`config.mk`:
```
export PLATFORM = sky130hd
export DESIGN_NAME = tki_top
export DESIGN_NICKNAME = d
export VERILOG_FILES = /design/src/rtl/tki_pkg.sv /design/src/rtl/tki_sync.sv /design/src/rtl/tki_edge.sv /design/src/rtl/tki_top.sv
export SDC_FILE = /design/constraint.sdc
export NUM_CORES = 1
export LEC_CHECK = 0
export BUFFER_PORTS_ARGS = -buffer_cell sky130_fd_sc_hd__buf_2
export CAP_MARGIN = 20
export CORE_MARGIN = 3
export CORE_UTILIZATION = 45
export DETAILED_ROUTE_END_ITERATION = 8
export PLACE_DENSITY_LB_ADDON = 0.2
export SLEW_MARGIN = 20
export SYNTH_ARGS = -nofsm -noshare
export SYNTH_HDL_FRONTEND = slang
export SYNTH_HIERARCHICAL = 1
export SYNTH_SLANG_ARGS = --single-unit
```
`constraint.sdc`:
```
create_clock -name CLOCK -period 1.8 [get_ports CLOCK]
set_input_delay 0.18 -clock CLOCK [delete_from_list [all_inputs] [get_ports CLOCK]]
set_output_delay 0.18 -clock CLOCK [all_outputs]
set_load 0.03 [all_outputs]
```
`src/rtl/tki_pkg.sv`:
```
// Constants and state types of the timer and key interrupt control block.
// Assumes a 32-bit AXI4-Lite master on CLOCK and on-chip timer outputs on the same clock.
package tki_pkg;

  localparam int unsigned AW = 12;

  // Printed offsets are register indices; byte address is four times the index.
  localparam logic [7:0] KEY_MASK_IDX = 8'hE8;
  localparam logic [7:0] TMR_MASK_IDX = 8'hEB;
  localparam logic [7:0] KEY_FLAG_IDX = 8'hED;
  localparam logic [7:0] TMR_FLAG_IDX = 8'hEF;
  localparam logic [7:0] GIE_IDX      = 8'hF0;
  localparam logic [7:0] EV_STAT_IDX  = 8'hF1;
  localparam logic [7:0] EV_MASK_IDX  = 8'hF2;

  localparam logic [AW-1:0] KEY_MASK_ADDR = {2'h0, KEY_MASK_IDX, 2'h0};
  localparam logic [AW-1:0] TMR_MASK_ADDR = {2'h0, TMR_MASK_IDX, 2'h0};
  localparam logic [AW-1:0] KEY_FLAG_ADDR = {2'h0, KEY_FLAG_IDX, 2'h0};
  localparam logic [AW-1:0] TMR_FLAG_ADDR = {2'h0, TMR_FLAG_IDX, 2'h0};
  localparam logic [AW-1:0] GIE_ADDR      = {2'h0, GIE_IDX, 2'h0};
  localparam logic [AW-1:0] EV_STAT_ADDR  = {2'h0, EV_STAT_IDX, 2'h0};
  localparam logic [AW-1:0] EV_MASK_ADDR  = {2'h0, EV_MASK_IDX, 2'h0};

  // Timer bit positions: fast (32 Hz), mid (8 Hz), slow (2 Hz); event status adds key at bit 3.
  localparam int unsigned TMR_FAST_BIT = 0;
  localparam int unsigned TMR_MID_BIT  = 1;
  localparam int unsigned TMR_SLOW_BIT = 2;
  localparam int unsigned KEY_EV_BIT   = 3;

  localparam logic [3:0] KEY_MASK_RST = 4'h0;
  localparam logic [2:0] TMR_MASK_RST = 3'h0;
  localparam logic [2:0] TMR_FLAG_RST = 3'h0;
  localparam logic       KEY_FLAG_RST = 1'h0;
  localparam logic       GIE_RST      = 1'h0;
  localparam logic [3:0] EV_RST       = 4'h0;

  localparam logic [1:0] RESP_OKAY   = 2'h0;
  localparam logic [1:0] RESP_SLVERR = 2'h2;

  typedef struct packed {
    logic [3:0] s1;
    logic [3:0] s2;
  } tki_sync_t;

  typedef struct packed {
    logic [6:0] prev;
  } tki_edge_t;

  typedef struct packed {
    logic          aw_got;
    logic [AW-1:0] aw_addr;
    logic          w_got;
    logic [3:0]    w_data;
    logic          w_lane0;
    logic          bvalid;
    logic [1:0]    bresp;
    logic          rvalid;
    logic [31:0]   rdata;
    logic [1:0]    rresp;
    logic [3:0]    key_mask;
    logic [2:0]    tmr_mask;
    logic          key_flag;
    logic [2:0]    tmr_flag;
    logic          gie;
    logic [3:0]    ev_stat;
    logic [3:0]    ev_mask;
    logic          cpu_req;
    logic          irq;
  } tki_state_t;

endpackage

```
`src/rtl/tki_sync.sv`:
```
// Two-stage synchroniser for the four key input pins.
// Assumes the pins are asynchronous to CLOCK.
`timescale 1ns/1ps
module tki_sync (
  input  wire logic       clk,
  input  wire logic       rst_n,
  input  wire logic       ce,
  input  wire logic [3:0] din,
  output logic      [3:0] dout
);

  tki_pkg::tki_sync_t st_r;
  tki_pkg::tki_sync_t st_nxt;

  always_comb begin
    st_nxt    = st_r;
    st_nxt.s1 = din;
    st_nxt.s2 = st_r.s1;
  end

  always_ff @(posedge clk or negedge rst_n) begin
    if (!rst_n) begin
      st_r <= '0;
    end else if (ce) begin
      st_r <= st_nxt;
    end
  end

  assign dout = st_r.s2;

endmodule

```
`src/rtl/tki_edge.sv`:
```
// Rising and falling edge detector over seven same-clock signals.
// Assumes every input is already in the CLOCK domain.
`timescale 1ns/1ps
module tki_edge (
  input  wire logic       clk,
  input  wire logic       rst_n,
  input  wire logic       ce,
  input  wire logic [6:0] din,
  output logic      [6:0] rise,
  output logic      [6:0] fall
);

  tki_pkg::tki_edge_t st_r;
  tki_pkg::tki_edge_t st_nxt;

  always_comb begin
    st_nxt      = st_r;
    st_nxt.prev = din;
  end

  always_ff @(posedge clk or negedge rst_n) begin
    if (!rst_n) begin
      st_r <= '0;
    end else if (ce) begin
      st_r <= st_nxt;
    end
  end

  genvar i;
  generate
    for (i = 0; i < 7; i++) begin : g_bit
      assign rise[i] = ce & din[i] & ~st_r.prev[i];
      assign fall[i] = ce & ~din[i] & st_r.prev[i];
    end
  endgenerate

endmodule

```
`src/rtl/tki_top.sv`:
```
// Timer and key interrupt control bank with an AXI4-Lite register slave.
// Assumes TIMER_* come from on-chip logic on CLOCK, KEY_PINS from outside, CPU_IRQ_ACK from the CPU core.
`timescale 1ns/1ps
module tki_top (
  input  wire logic        CLOCK,
  input  wire logic        RESET_N,
  input  wire logic        CLK_EN,
  input  wire logic [11:0] S_AXI_AWADDR,
  input  wire logic [2:0]  S_AXI_AWPROT,
  input  wire logic        S_AXI_AWVALID,
  output logic             S_AXI_AWREADY,
  input  wire logic [31:0] S_AXI_WDATA,
  input  wire logic [3:0]  S_AXI_WSTRB,
  input  wire logic        S_AXI_WVALID,
  output logic             S_AXI_WREADY,
  output logic [1:0]       S_AXI_BRESP,
  output logic             S_AXI_BVALID,
  input  wire logic        S_AXI_BREADY,
  input  wire logic [11:0] S_AXI_ARADDR,
  input  wire logic [2:0]  S_AXI_ARPROT,
  input  wire logic        S_AXI_ARVALID,
  output logic             S_AXI_ARREADY,
  output logic [31:0]      S_AXI_RDATA,
  output logic [1:0]       S_AXI_RRESP,
  output logic             S_AXI_RVALID,
  input  wire logic        S_AXI_RREADY,
  input  wire logic [3:0]  KEY_PINS,
  input  wire logic        TIMER_FAST,
  input  wire logic        TIMER_MID,
  input  wire logic        TIMER_SLOW,
  input  wire logic        CPU_IRQ_ACK,
  output logic             CPU_IRQ_REQ,
  output logic             IRQ
);

  ////////////////////////////////////////////////////////////////////////////////
  // State and edge sources.

  tki_pkg::tki_state_t st_r;
  tki_pkg::tki_state_t st_nxt;

  logic [3:0] key_sync;
  logic [6:0] edge_in;
  logic [6:0] edge_rise;
  logic [6:0] edge_fall;

  tki_sync u_sync (
    .clk   (CLOCK),
    .rst_n (RESET_N),
    .ce    (CLK_EN),
    .din   (KEY_PINS),
    .dout  (key_sync)
  );

  assign edge_in = {key_sync, TIMER_SLOW, TIMER_MID, TIMER_FAST};

  tki_edge u_edge (
    .clk   (CLOCK),
    .rst_n (RESET_N),
    .ce    (CLK_EN),
    .din   (edge_in),
    .rise  (edge_rise),
    .fall  (edge_fall)
  );

  ////////////////////////////////////////////////////////////////////////////////
  // Source events.

  logic [2:0] tmr_set;
  logic [3:0] key_pin_set;
  logic       key_set;

  assign tmr_set = edge_fall[2:0];

  assign key_pin_set = edge_rise[6:3] & st_r.key_mask;
  assign key_set     = |key_pin_set;

  ////////////////////////////////////////////////////////////////////////////////
  // Bus handshakes.

  logic aw_take;
  logic w_take;
  logic wr_fire;
  logic rd_take;

  assign S_AXI_AWREADY = CLK_EN & ~st_r.aw_got & ~st_r.bvalid;
  assign S_AXI_WREADY  = CLK_EN & ~st_r.w_got & ~st_r.bvalid;
  assign S_AXI_ARREADY = CLK_EN & ~st_r.rvalid;

  assign aw_take = S_AXI_AWVALID & S_AXI_AWREADY;
  assign w_take  = S_AXI_WVALID & S_AXI_WREADY;
  assign wr_fire = st_r.aw_got & st_r.w_got & ~st_r.bvalid;
  assign rd_take = S_AXI_ARVALID & S_AXI_ARREADY;

  ////////////////////////////////////////////////////////////////////////////////
  // Address decode helpers.

  function automatic logic is_mapped(input logic [11:0] a);
    logic hit;
    hit = 1'b0;
    case (a)
      tki_pkg::KEY_MASK_ADDR: hit = 1'b1;
      tki_pkg::TMR_MASK_ADDR: hit = 1'b1;
      tki_pkg::KEY_FLAG_ADDR: hit = 1'b1;
      tki_pkg::TMR_FLAG_ADDR: hit = 1'b1;
      tki_pkg::GIE_ADDR:      hit = 1'b1;
      tki_pkg::EV_STAT_ADDR:  hit = 1'b1;
      tki_pkg::EV_MASK_ADDR:  hit = 1'b1;
      default:                hit = 1'b0;
    endcase
    return hit;
  endfunction

  function automatic logic [31:0] read_mux(input logic [11:0] a, input tki_pkg::tki_state_t s);
    logic [31:0] d;
    d = 32'h0000_0000;
    case (a)
      tki_pkg::KEY_MASK_ADDR: d[3:0] = s.key_mask;
      tki_pkg::TMR_MASK_ADDR: d[2:0] = s.tmr_mask;
      tki_pkg::KEY_FLAG_ADDR: d[0]   = s.key_flag;
      tki_pkg::TMR_FLAG_ADDR: d[2:0] = s.tmr_flag;
      tki_pkg::GIE_ADDR:      d[0]   = s.gie;
      tki_pkg::EV_STAT_ADDR:  d[3:0] = s.ev_stat;
      tki_pkg::EV_MASK_ADDR:  d[3:0] = s.ev_mask;
      default:                d      = 32'h0000_0000;
    endcase
    return d;
  endfunction

  ////////////////////////////////////////////////////////////////////////////////
  // Next-state logic.

  logic [3:0] ev_set;

  assign ev_set = {key_set, tmr_set};

  always_comb begin
    st_nxt = st_r;

    // Write address and data are taken independently, in either order.
    if (aw_take) begin
      st_nxt.aw_got  = 1'b1;
      st_nxt.aw_addr = S_AXI_AWADDR;
    end
    if (w_take) begin
      st_nxt.w_got   = 1'b1;
      st_nxt.w_data  = S_AXI_WDATA[3:0];
      st_nxt.w_lane0 = S_AXI_WSTRB[0];
    end

    if (S_AXI_BVALID && S_AXI_BREADY) begin
      st_nxt.bvalid = 1'b0;
    end
    if (S_AXI_RVALID && S_AXI_RREADY) begin
      st_nxt.rvalid = 1'b0;
    end

    // Register writes once both halves are held.
    if (wr_fire) begin
      st_nxt.aw_got = 1'b0;
      st_nxt.w_got  = 1'b0;
      st_nxt.bvalid = 1'b1;
      st_nxt.bresp  = is_mapped(st_r.aw_addr) ? tki_pkg::RESP_OKAY : tki_pkg::RESP_SLVERR;
      if (st_r.w_lane0) begin
        case (st_r.aw_addr)
          tki_pkg::KEY_MASK_ADDR: st_nxt.key_mask = st_r.w_data;
          tki_pkg::TMR_MASK_ADDR: st_nxt.tmr_mask = st_r.w_data[2:0];
          tki_pkg::GIE_ADDR:      st_nxt.gie      = st_r.w_data[0];
          tki_pkg::EV_STAT_ADDR:  st_nxt.ev_stat  = st_r.ev_stat & ~st_r.w_data;
          tki_pkg::EV_MASK_ADDR:  st_nxt.ev_mask  = st_r.w_data;
          default:                st_nxt.ev_mask  = st_nxt.ev_mask;
        endcase
      end
    end

    // Register reads; data is registered and shown with RVALID.
    if (rd_take) begin
      st_nxt.rvalid = 1'b1;
      st_nxt.rdata  = read_mux(S_AXI_ARADDR, st_r);
      st_nxt.rresp  = is_mapped(S_AXI_ARADDR) ? tki_pkg::RESP_OKAY : tki_pkg::RESP_SLVERR;
      if (S_AXI_ARADDR == tki_pkg::KEY_FLAG_ADDR) begin
        st_nxt.key_flag = 1'b0;
      end
      if (S_AXI_ARADDR == tki_pkg::TMR_FLAG_ADDR) begin
        st_nxt.tmr_flag = 3'h0;
      end
    end

    // key and timer flags
    // New edges win over a clearing read in the same cycle.
    st_nxt.key_flag = st_nxt.key_flag | key_set;
    st_nxt.tmr_flag = st_nxt.tmr_flag | tmr_set;

    // Sticky event status; a new event wins over a write-one clear.
    st_nxt.ev_stat = st_nxt.ev_stat | ev_set;

    if (CPU_IRQ_ACK) begin
      st_nxt.gie = 1'b0;
    end

    st_nxt.cpu_req = st_r.gie & ~CPU_IRQ_ACK
                   & ((st_r.key_flag & (|st_r.key_mask)) | (|(st_r.tmr_flag & st_r.tmr_mask)));

    st_nxt.irq = |(st_r.ev_stat & st_r.ev_mask);
  end

  ////////////////////////////////////////////////////////////////////////////////
  // State register.

  always_ff @(posedge CLOCK or negedge RESET_N) begin
    if (!RESET_N) begin
      st_r          <= '0;
      st_r.key_mask <= tki_pkg::KEY_MASK_RST;
      st_r.tmr_mask <= tki_pkg::TMR_MASK_RST;
      st_r.key_flag <= tki_pkg::KEY_FLAG_RST;
      st_r.tmr_flag <= tki_pkg::TMR_FLAG_RST;
      st_r.gie      <= tki_pkg::GIE_RST;
      st_r.ev_stat  <= tki_pkg::EV_RST;
      st_r.ev_mask  <= tki_pkg::EV_RST;
    end else if (CLK_EN) begin
      st_r <= st_nxt;
    end
  end

  ////////////////////////////////////////////////////////////////////////////////
  // Outputs.

  assign S_AXI_BVALID = st_r.bvalid;
  assign S_AXI_BRESP  = st_r.bresp;
  assign S_AXI_RVALID = st_r.rvalid;
  assign S_AXI_RDATA  = st_r.rdata;
  assign S_AXI_RRESP  = st_r.rresp;
  assign CPU_IRQ_REQ  = st_r.cpu_req;
  assign IRQ          = st_r.irq;

endmodule

```
**Yosys cells after proc, flatten, opt, wreduce, memory -nomap -nowiden**

Cells that the tools add are included.

- Flip-flop bits (word level): 66
- Word-level logic and storage cells: 137

- Reductions and logical operators: 27
- Eq/ne operators: 14
- Multiplexer cells: 26
- Bitwise operators: 48

Operators by type and width:

| kind | count |
|---|---|
| $eq A12 B10 Y1 const B | 14 |
| $mux W35 | 1 |
| $and A1 B1 Y1 | 27 |
| $mux W9 | 2 |
| $reduce_and A2 Y1 | 8 |
| $reduce_and A4 Y1 | 4 |
| $reduce_bool A2 Y1 | 7 |
| $reduce_or A7 Y1 | 2 |
| $mux W13 | 1 |
| $and A4 B4 Y4 | 3 |
| $mux W4 | 3 |
| $not A1 Y1 | 12 |
| $reduce_or A4 Y1 | 3 |
| $mux W1 | 11 |
| $pmux W2 S5 | 1 |
| $pmux W1 S7 | 1 |
| $mux W3 | 2 |
| $mux W6 | 1 |
| $mux W2 | 2 |
| $not A4 Y4 | 1 |
| $or A4 B4 Y4 | 1 |
| $and A3 B3 Y3 | 1 |
| $or A3 B3 Y3 | 1 |
| $pmux W1 S3 | 1 |
| other kinds (3) | 5 |

**Depth between registers and ports, before layout**

Gate-level depths: netlist (run 1).

- Depth after elaboration: 6
- Gate-level depth with buffers: 5

**Modules after synthesis**

The synthesis (run 1) kept the hierarchy.

Modules (own cells, without submodules):

| module | cells an instance | area each (µm²) | instances |
|---|---|---|---|
| tki_top | 259 | 2773.9 | 1 |
| tki_edge | 30 | 420.4 | 1 |
| tki_sync | 17 | 331.6 | 1 |

**Least setup slack after synthesis (run 1)**

No wires, ideal clock.

- Kind: register to register
- From: register st_r (netlist bit S_AXI_BVALID)
- To: register st_r[69] in the netlist's numbering
- Period minus slack after synthesis: 2.127 ns
- Arrival: 2.002 ns
- Path buffers: 1
- Stages on the path, launching flop included: 6
- Required time: 1.675 ns
- Slack: -0.327 ns
- Cells stage by stage: dfrtp_1 > nand2b_1 > nor2_1 > and2_0 > buf_2 > mux2_2

- Longest elaborated chain between the ends: 4

RTL lines:

| item | RTL line | source |
|---|---|---|
| start: declaration | tki_top.sv:39 | `tki_pkg::tki_state_t st_r;` |
| start signal: assignment | tki_top.sv:221 | `st_r <= st_nxt;` |
| $not A1 Y1 | tki_top.sv:86 | `assign S_AXI_AWREADY = CLK_EN & ~st_r.aw_got & ~st_r.bvalid;` |
| $and A1 B1 Y1 | tki_top.sv:86 |  |
| net S_AXI_AWREADY | tki_top.sv:11 | `output logic S_AXI_AWREADY,` |
| $and A1 B1 Y1 | tki_top.sv:90 | `assign aw_take = S_AXI_AWVALID & S_AXI_AWREADY;` |
| $reduce_and A2 Y1 (no line) | - |  |

The timed path passes the listed nets, and every way through them passes these cells.
A chain may end at the register's enable or synchronous reset.

**Final worst setup path (run 1)**

- From: register st_r[67] in the netlist's numbering
- To: register st_r[4] in the netlist's numbering

- Longest elaborated chain between the ends: 2

RTL lines:

| item | RTL line | source |
|---|---|---|
| $eq A12 B10 Y1 | tki_top.sv:165 | `case (st_r.aw_addr)` |
| $reduce_and A4 Y1 (no line) | - |  |

Every way passes these cells.

==> results by group, run 1 <==
GRT
  – Pin count of the biggest net entering global routing: 33
  – Initial antenna violation count: 0
  – Total grt overflow: 0
  – First-pass GRT wire length: 11.5 mm
  – GRT Overall Usage: 0.169
  – Vias in the first global route: 2401

Timing
  – # setup viols final: 0
  – Post-route clock period utilization: 0.944
  – Tmin final: 1.70 ns
  – Max transition margin: 0.660
  – Hold Slack: 0.0697 ns
  – Fin worst setup slack: 0.102 ns
  – Slew Viols, Final: 0
  – Peak Freq: 589 MHz
  – Hold Violations, Final: 0
  – Final TNS setup: 0 ns
  – Worst Tran Pin Value: 0.509 ns
  – Final Skew: 0.0101 ns

Clocking
  – Clock root cell: clkbuf_8
  – CTS sink cnt: 64
  – Htree depth: 3
  – Worst-path clk slew: 0.07 ns
  – Worst skew pair latency: 0.34 ns
  – CTS tree: built
  – Number of buffers created by CTS: 9
  – Clock tree buffer depth: 2

Placement
  – Hpwl dp: 5.18 mm
  – Placer Congestion: 0.833
  – Dpl cell area: 3800 sq um
  – Placed insts: 453
  – IO Port Bufs: 57
  – Dpl ws: 0.00617 ns

Detailed routing
  – DRC: 0
  – Iteration count of the initial detailed-routing pass: 5
  – Detailed Route WL: 6.96 mm
  – DR vias/cell: 5.12
  – Number of vias in the routed layout: 2401
  – Routed len/inst: 14.8 microns
  – DRT antenna net count: 0
  – DR iter-0 viols: 108

Die
  – Chip height: 93.7 microns
  – Initial Util: 0.470
  – Die area: 8780 sq um
  – CORE AREA: 7370 sq um
  – Die W: 93.7 microns
  – Standard-cell rows: 31
  – Io pins: 125

Critical path
  – Worst Path Class, Setup: reg2reg
  – CP Max Fanout: 4
  – CP max stage delay: 0.43 ns
  – Required time of the critical path: 2.02 ns
  – Worst Path Arrival: 1.92 ns
  – Startpoint Class: register
  – Slowest CP cell: or3b_4
  – Crit path capture type: register
  – Worst-path cell chain: or3b_4, nor2_1, nand4_1, mux2_2

Layout
  – Share of layout cells above drive strength 1: 0.392
  – Nets: 448
  – Most frequent cells in the layout: dfrtp_1 (63), buf_2 (57), conb_1 (30)
  – Leading cell type in the layout, fill and taps excluded: dfrtp_1
  – P&R area growth vs syn: 15.5%
  – Antenna cells: 0
  – Post-Layout Inst Area: 4000 sq um
  – Non-Filler Instances: 469

Yosys
  – Cells after Synth: 299
  – Yosys warnings: 6
  – Post-synthesis instance area: 3460 sq um
  – Avg Inst Size Synth: 11.6 sq um

Pwr
  – Maximum vdd ir drop: 728 uV
  – Leak Pwr: 0.00189 uW
  – Power Density: 1100 nW/um^2

Job
  – Max-cap violations: 0

Hold path
  – Hold WC Path Type: in2reg

Run status
  – Outcome: complete, no violations
==> state kept, by name, indices dropped and copies added, names as in the netlist <==
signal         flops
st_r              39
u_edge/st_r        7
S_AXI_RDATA        4
u_sync/dout        4
u_sync/st_nxt      4
CPU_IRQ_REQ        1
IRQ                1
S_AXI_BRESP        1
S_AXI_BVALID       1
S_AXI_RRESP        1
S_AXI_RVALID       1
==> worst paths after layout <==
kind	startpoint	to	slack [ns]	cells after the start
setup reg to reg	st_r[67]$_DFFE_PN0P_	st_r[4]$_DFFE_PN0P_	0.10	4
min in group asynchronous	RESET_N	st_r[8]$_DFFE_PN0P_	0.32	2
setup / recovery	st_r[67]$_DFFE_PN0P_	st_r[4]$_DFFE_PN0P_	0.10	4
hold / removal	KEY_PINS[3]	u_sync/st_nxt[3]$_DFFE_PN0P_	0.07	2
hold reg to reg	S_AXI_RDATA[3]$_DFFE_PN0P_	S_AXI_RDATA[3]$_DFFE_PN0P_	0.47	2
max in group asynchronous	RESET_N	u_sync/st_nxt[0]$_DFFE_PN0P_	0.92	3
==> through the flow <==
step	utilization	power, uW
3_3_place_gp	0.515	3200
5_1_grt	0.543	4690
6_report	0.543	4410
2_1_floorplan	-	2930
3_5_place_dp	0.515	3240
4_1_cts	0.542	4470
==> where the power goes <==
group | internal, uW | switching (uW)
sequential | 1750 | 267
clock | 669 | 532
combinational | 587 | 606
total | 3010 | 1400
==> worst max-delay path, delay by kind of cell, from the launching register on <==
family	cells	cell delay, ns
and+or+nand+nor	3	0.88
muxes	1	0.34
DFF	1	0.37
==> per-layer routing <==
layer,global-route usage,share of wire
met3,0.0505,0.069
met5,0,0
met4,0.0614,0.013
met2,0.265,0.46
met1,0.221,0.45
==> timing repair <==
action	in CTS	in global routing
buffers inserted	0	0
hold buffers	1	0
resized for setup	0	1
endpoints found under the hold margin	16	0
setup endpoints to repair	0	8
==> area by class of cell <==
class	instances	area [sq um]
repair buffers	72	425
fillers	689	3370
clock inverters	3	42.5
clock buffers	12	145
multi-input cells	215	1650
inverters	4	15.0
flip-flops and latches	64	1600
well taps	99	124
No activity file was read; power rests on OpenSTA's default activity.
==> run 2: changes to the inputs <==
- SYNTH_HIERARCHICAL: 1 -> default
==> run 2 against run 1 <==
  * Final area is 1.9% lower
  * Count of clock-buffer cells in the layout is 1 higher
  * Clock skew fell by 0.0053 ns
  * Synthesized cell count did not move
  * Die area down 3.5%
  * Sequential share of layout area is 0.79 points higher
  * Critical path type unchanged
  * Largest power group unchanged
==> results by group, run 2 <==
Run status
  – Outcome: complete, no violations

Job
  – Max-cap violations: 0

Critical path
  – Largest delay share family, worst path: simple AND/OR/NAND/NOR gates
  – CP max stage delay: 0.54 ns
  – CP Max Fanout: 4
  – WP buf/inv: 0
  – Worst Path Arrival: 1.97 ns
  – Slowest CP cell: or4_4
  – Startpoint Class: register
  – Required time of the critical path: 2.02 ns
  – Worst-path cell chain: and4b_2, nand2_2, or4_4, mux2_4
  – Worst Path Class, Setup: reg2reg
  – Crit path capture type: register

Timing
  – Hold Violations, Final: 0
  – Final TNS setup: 0 ns
  – # setup viols final: 0
  – RSZ-0062 raised after global routing: true
  – Slew Viols, Final: 0
  – Post-route clock period utilization: 0.973
  – Worst Tran Pin Value: 0.579 ns
  – Peak Freq: 571 MHz
  – Max transition margin: 0.614
  – Final Skew: 0.00477 ns
  – Tmin final: 1.75 ns

Yosys
  – Cells after Synth: 299
  – Primary FF master, synth: dfrtp_1
  – Synth area leaders: dfrtp_1 (48%), mux2_2 (14%), buf_4 (8.3%)
  – Post-synthesis instance area: 3330 sq um
  – Avg Inst Size Synth: 11.1 sq um
  – Yosys top cell area share: 0.481
  – Count leader, synth: dfrtp_1
  – Sequential share of the synthesized area: 0.481
  – Top post-synthesis cells by count: dfrtp_1 (64), mux2_2 (41), buf_4 (37)
  – Number of synthesized flops with an enable pin: 0
  – FFs w/ async S/R, synth: 1.00
  – Post-synthesis cell type count: 52
  – Yosys warnings: 0
  – Post-synth top area cell: dfrtp_1
  – Synthesis-stage register bit count: 64

GRT
  – Initial antenna violation count: 0
  – Vias in the first global route: 2407
  – GRT Overall Usage: 0.174
  – Pin count of the biggest net entering global routing: 41
  – First-pass GRT wire length: 11.5 mm
  – Total grt overflow: 0

Pwr
  – Int Pwr: 2930 uW
  – Flop pwr share: 0.456
  – Sw Ratio: 0.327
  – Sw power: 1420 uW
  – Maximum vdd ir drop: 737 uV
  – Leak Pwr: 0.00178 uW
  – Gate power share: 0.312
  – Clock Power Share: 0.232
  – Power Density: 1110 nW/um^2

Layout
  – Post-Layout Inst Area: 3920 sq um
  – Share of layout cells above drive strength 1: 0.411
  – Antenna cells: 0
  – Final core utilization: 0.562
  – Largest register FFs: 39
  – Non-Filler Instances: 473
  – Nets: 456
  – P&R area growth vs syn: 17.7%
  – Biggest register: st_r
  – Most frequent cells in the layout: dfrtp_1 (63), buf_2 (57), mux2_2 (41)
  – Leading cell type in the layout, fill and taps excluded: dfrtp_1
  – Largest regs: st_r x39, u_edge.st_r x7

Die
  – CORE AREA: 6980 sq um
  – Io pins: 125
  – Initial Util: 0.477
  – Chip height: 92.1 microns
  – Die area: 8470 sq um
  – Die W: 92.1 microns
  – Standard-cell rows: 30

Clocking
  – Worst skew pair latency: 0.33 ns
  – Worst-path clk slew: 0.06 ns
  – Number of buffers created by CTS: 9
  – Clock root cell: clkbuf_8
  – CTS tree: built
  – CTS sink cnt: 64
  – Clock tree buffer depth: 2
  – Htree depth: 3

Placement
  – Placer Congestion: 0.847
  – IO Port Bufs: 57
  – Placed insts: 457
  – Hpwl dp: 5.33 mm
  – Dpl cell area: 3730 sq um

Detailed routing
  – Iteration count of the initial detailed-routing pass: 4
  – DR vias/cell: 5.06
  – Routed len/inst: 14.6 microns
  – Detailed Route WL: 6.90 mm
  – DRT antenna net count: 0
  – DR iter-0 viols: 113
  – DRC: 0
  – Number of vias in the routed layout: 2392

Hold path
  – Hold WC Path Type: in2reg
[run 2: changes by cell type in the layout (fill, tap and decap cells not counted), moves of 7 or more]
cell	previous run	this run
buf_4	12	23
mux2_4	17	4
mux2_2	26	41
a22o_1	13	0
nand3b_1	2	9
[run 2: worst paths after layout]
kind / endpoint / start / slack [ns] / depth (start not counted)
max: st_r[21]$_DFFE_PN0P_ / S_AXI_BVALID$_DFFE_PN0P_ / 0.05 / 4
min: st_r[69]$_DFFE_PN0P_ / S_AXI_AWADDR[3] / 0.07 / 2
max reg2reg: st_r[21]$_DFFE_PN0P_ / S_AXI_BVALID$_DFFE_PN0P_ / 0.05 / 4
min reg2reg: S_AXI_RDATA[3]$_DFFE_PN0P_ / S_AXI_RDATA[3]$_DFFE_PN0P_ / 0.48 / 2
max in group asynchronous: u_sync.dout[0]$_DFFE_PN0P_ / RESET_N / 0.81 / 3
min in group asynchronous: st_r[74]$_DFFE_PN0P_ / RESET_N / 0.38 / 2
[run 2: power by group through the flow]
stage          Combinational [uW]  Clock (uW)  Sequential, uW
6_report                     1360        1010            1990
5_1_grt                      1490        1100            2030
4_1_cts                      1360        1040            1990
3_5_place_dp                 1350           0            2010
3_3_place_gp                 1320           0            2000
2_1_floorplan                 922           0            1990
[run 2: area by class of cell]
cell class	count	area [sq um]
clock buffer	13	149
inverter	1	3.75
tap	96	120
timing repair buffer	83	499
fill	632	3060
clock inverter	1	5.00
sequential	64	1600
multi-input combinational	215	1540
[run 2: stage by stage]
step	total power (uW)	setup slack, ns	hold slack [ns]
CTS	4390	0.0257	0.0586
global route	4620	-0.00234	0.0640
detailed placement	3360	-0.114	0.216
floorplan	2910	-0.0543	-0.116
finish	4350	0.0486	0.0740
global placement	3310	-0.0997	0.212
[run 2: kinds of logic (layout without fill, tap and decap cells)]
| kind of cell | after synthesis | in the layout | synth area share |
|---|---|---|---|
| multiplexers | 48 | 48 | 0.166 |
| other | 1 | 30 | 0.00113 |
| flip-flops | 64 | 64 | 0.481 |
| XOR/XNOR | 2 | 2 | 0.00526 |
| buffers and inverters | 49 | 98 | 0.0976 |
| AND/OR/NAND/NOR | 94 | 94 | 0.164 |
| AO/OA/AOI/OAI | 41 | 41 | 0.0852 |
[run 2: timing repair]
item / in CTS / in global routing
buffers inserted: 0 / 1
hold buffers: 1 / 0
endpoints found under the hold margin: 24 / 0
endpoints found under the setup margin: 11 / 9
pin swaps: 1 / 3
gates resized for setup: 2 / 4
[run 2: per-layer routing]
| layer | vias up | global-route usage | part of all wire |
|---|---|---|---|
| met4 | 0 | 0.0656 | 0.010 |
| met2 | 78 | 0.274 | 0.47 |
| li1 | 1157 | - | - |
| met1 | 1151 | 0.230 | 0.46 |
| met3 | 6 | 0.0443 | 0.067 |
| met5 | - | 0 | 0 |
==> run 3: changes to the inputs <==
- RECOVER_POWER: default -> 25
==> run 3 against run 2 <==
  * Clock power about the same
  * Via count about the same
  * Critical path depth unchanged
  * Count of clock-buffer cells in the layout unchanged
  * Final cell count is the same
  * Die area did not move
  * First-iteration DRC count did not move
  * Maximum frequency hardly changed
  * Largest cell class unchanged
  * Largest power group unchanged
==> results by group, run 3 (synthesis gave the netlist of run 2 again) <==
Layout
  – # fillers: 634
  – Share of layout cells above drive strength 1: 0.406
  – Largest regs: st_r x39, u_edge.st_r x7
  – Multi-input logic area: 1540 sq um
  – Post-Layout Inst Area: 3920 sq um
  – Nets: 456
  – Largest register FFs: 39
  – P&R area growth vs syn: 17.6%
  – Register area: 1600 sq um
  – Leading cell type in the layout, fill and taps excluded: dfrtp_1
  – Non-Filler Instances: 473
  – Antenna cells: 0
  – Biggest register: st_r
  – Most frequent cells in the layout: dfrtp_1 (63), buf_2 (55), mux2_2 (41)

Timing
  – Peak Freq: 571 MHz
  – Hold Violations, Final: 0
  – Post-route clock period utilization: 0.973
  – Worst Tran Pin Value: 0.644 ns
  – Final Skew: 0.00531 ns
  – Tmin final: 1.75 ns
  – Max transition margin: 0.570
  – RSZ-0062 raised after global routing: true
  – # setup viols final: 0
  – Slew Viols, Final: 0

Pwr
  – Leak Pwr: 0.00177 uW
  – Maximum vdd ir drop: 737 uV
  – Power Density: 1110 nW/um^2

GRT
  – Met1 GRT Util: 0.230
  – GRT Overall Usage: 0.174
  – Met2 usage: 0.274
  – First-pass GRT wire length: 11.5 mm
  – Pin count of the biggest net entering global routing: 41
  – Total grt overflow: 0
  – Grt peak-use layer: met2
  – Initial antenna violation count: 0
  – Vias in the first global route: 2407
  – M3 GR Usage: 0.0443

Job
  – Max-cap violations: 0

Die
  – Standard-cell rows: 30
  – Io pins: 125
  – CORE AREA: 6980 sq um
  – Chip height: 92.1 microns
  – Initial Util: 0.477
  – Die area: 8470 sq um
  – Die W: 92.1 microns

Hold path
  – Hold WC Path Type: in2reg

Clocking
  – Worst-path clk slew: 0.06 ns
  – Clock root cell: clkbuf_8
  – Htree depth: 3
  – Worst skew pair latency: 0.33 ns
  – Clock tree buffer depth: 2
  – CTS tree: built
  – Number of buffers created by CTS: 9
  – CTS sink cnt: 64

Critical path
  – Required time of the critical path: 2.02 ns
  – Worst-path cell chain: and4b_2, nand2_2, or4_4, mux2_4
  – Largest delay share family, worst path: simple AND/OR/NAND/NOR gates
  – Worst Path Arrival: 1.97 ns
  – Slowest CP cell: or4_4
  – Worst Path Class, Setup: reg2reg
  – CP max stage delay: 0.54 ns
  – CP Max Fanout: 4
  – Startpoint Class: register
  – WP buf/inv: 0
  – Crit path capture type: register

Run status
  – Outcome: complete, no violations

Detailed routing
  – Number of vias in the routed layout: 2394
  – DRC: 0
  – DRT antenna net count: 0
  – Iteration count of the initial detailed-routing pass: 4
  – Detailed Route WL: 6.91 mm
  – DR vias/cell: 5.06
  – DR iter-0 viols: 113
  – Routed len/inst: 14.6 microns

Placement
  – Placed insts: 457
  – Hpwl dp: 5.33 mm
  – IO Port Bufs: 57
  – Placer Congestion: 0.847
  – Dpl cell area: 3730 sq um
## run 3: area by class of cell
cell class                 instances  share of cell area
sequential                        64               0.409
tap                               96              0.0307
inverter                           1            0.000958
multi-input combinational        215               0.394
clock buffer                      13              0.0380
clock inverter                     1             0.00128
timing repair buffer              83               0.126
## run 3: path summary, 6_finish.rpt
check,from,to,slack [ns],depth (start not counted)
max in group asynchronous,RESET_N,u_sync.dout[0]$_DFFE_PN0P_,0.76,3
worst min-delay path,S_AXI_AWADDR[3],st_r[69]$_DFFE_PN0P_,0.07,2
worst min register to register,S_AXI_RDATA[3]$_DFFE_PN0P_,S_AXI_RDATA[3]$_DFFE_PN0P_,0.48,2
worst max-delay path,S_AXI_BVALID$_DFFE_PN0P_,st_r[21]$_DFFE_PN0P_,0.05,4
worst max register to register,S_AXI_BVALID$_DFFE_PN0P_,st_r[21]$_DFFE_PN0P_,0.05,4
min in group asynchronous,RESET_N,st_r[74]$_DFFE_PN0P_,0.41,2
## run 3: per-layer routing
metal,share of wire,wire (microns)
met2,0.47,3220
met5,0,0
met4,0.010,72
met3,0.067,461
met1,0.46,3150
## run 3: metrics by stage
| stage | TNS, ns | power [uW] | utilization | hold WS [ns] | setup WS, ns |
|---|---|---|---|---|---|
| 2_1_floorplan | -0.217 | 2910 | - | -0.116 | -0.0543 |
| 3_3_place_gp | -0.573 | 3310 | 0.535 | 0.212 | -0.0997 |
| 3_5_place_dp | -0.654 | 3360 | 0.535 | 0.216 | -0.114 |
| 4_1_cts | 0 | 4390 | 0.559 | 0.0586 | 0.0257 |
| 5_1_grt | -0.00413 | 4620 | 0.561 | 0.0640 | -0.00234 |
| 6_report | 0 | 4350 | 0.561 | 0.0738 | 0.0479 |
## run 3: power breakdown
group	total, uW	internal [uW]	leakage [uW]	switching, uW
sequential	1990	1760	0.000769	229
clock	1010	521	0.0000794	486
combinational	1350	647	0.000926	708
## run 3: worst reg2reg max path, cell delays in order, from the launching register on
cell,delay [ns]
dfrtp_2,0.39
and4b_2,0.32
nand2_2,0.06
or4_4,0.54
mux2_4,0.32
## run 3: timing repair
action	CTS	global route
buffers inserted	0	1
endpoints found under the hold margin	24	0
endpoints found under the setup margin	11	9
resized for setup	2	4
hold buffers	1	0
pin swaps	1	3
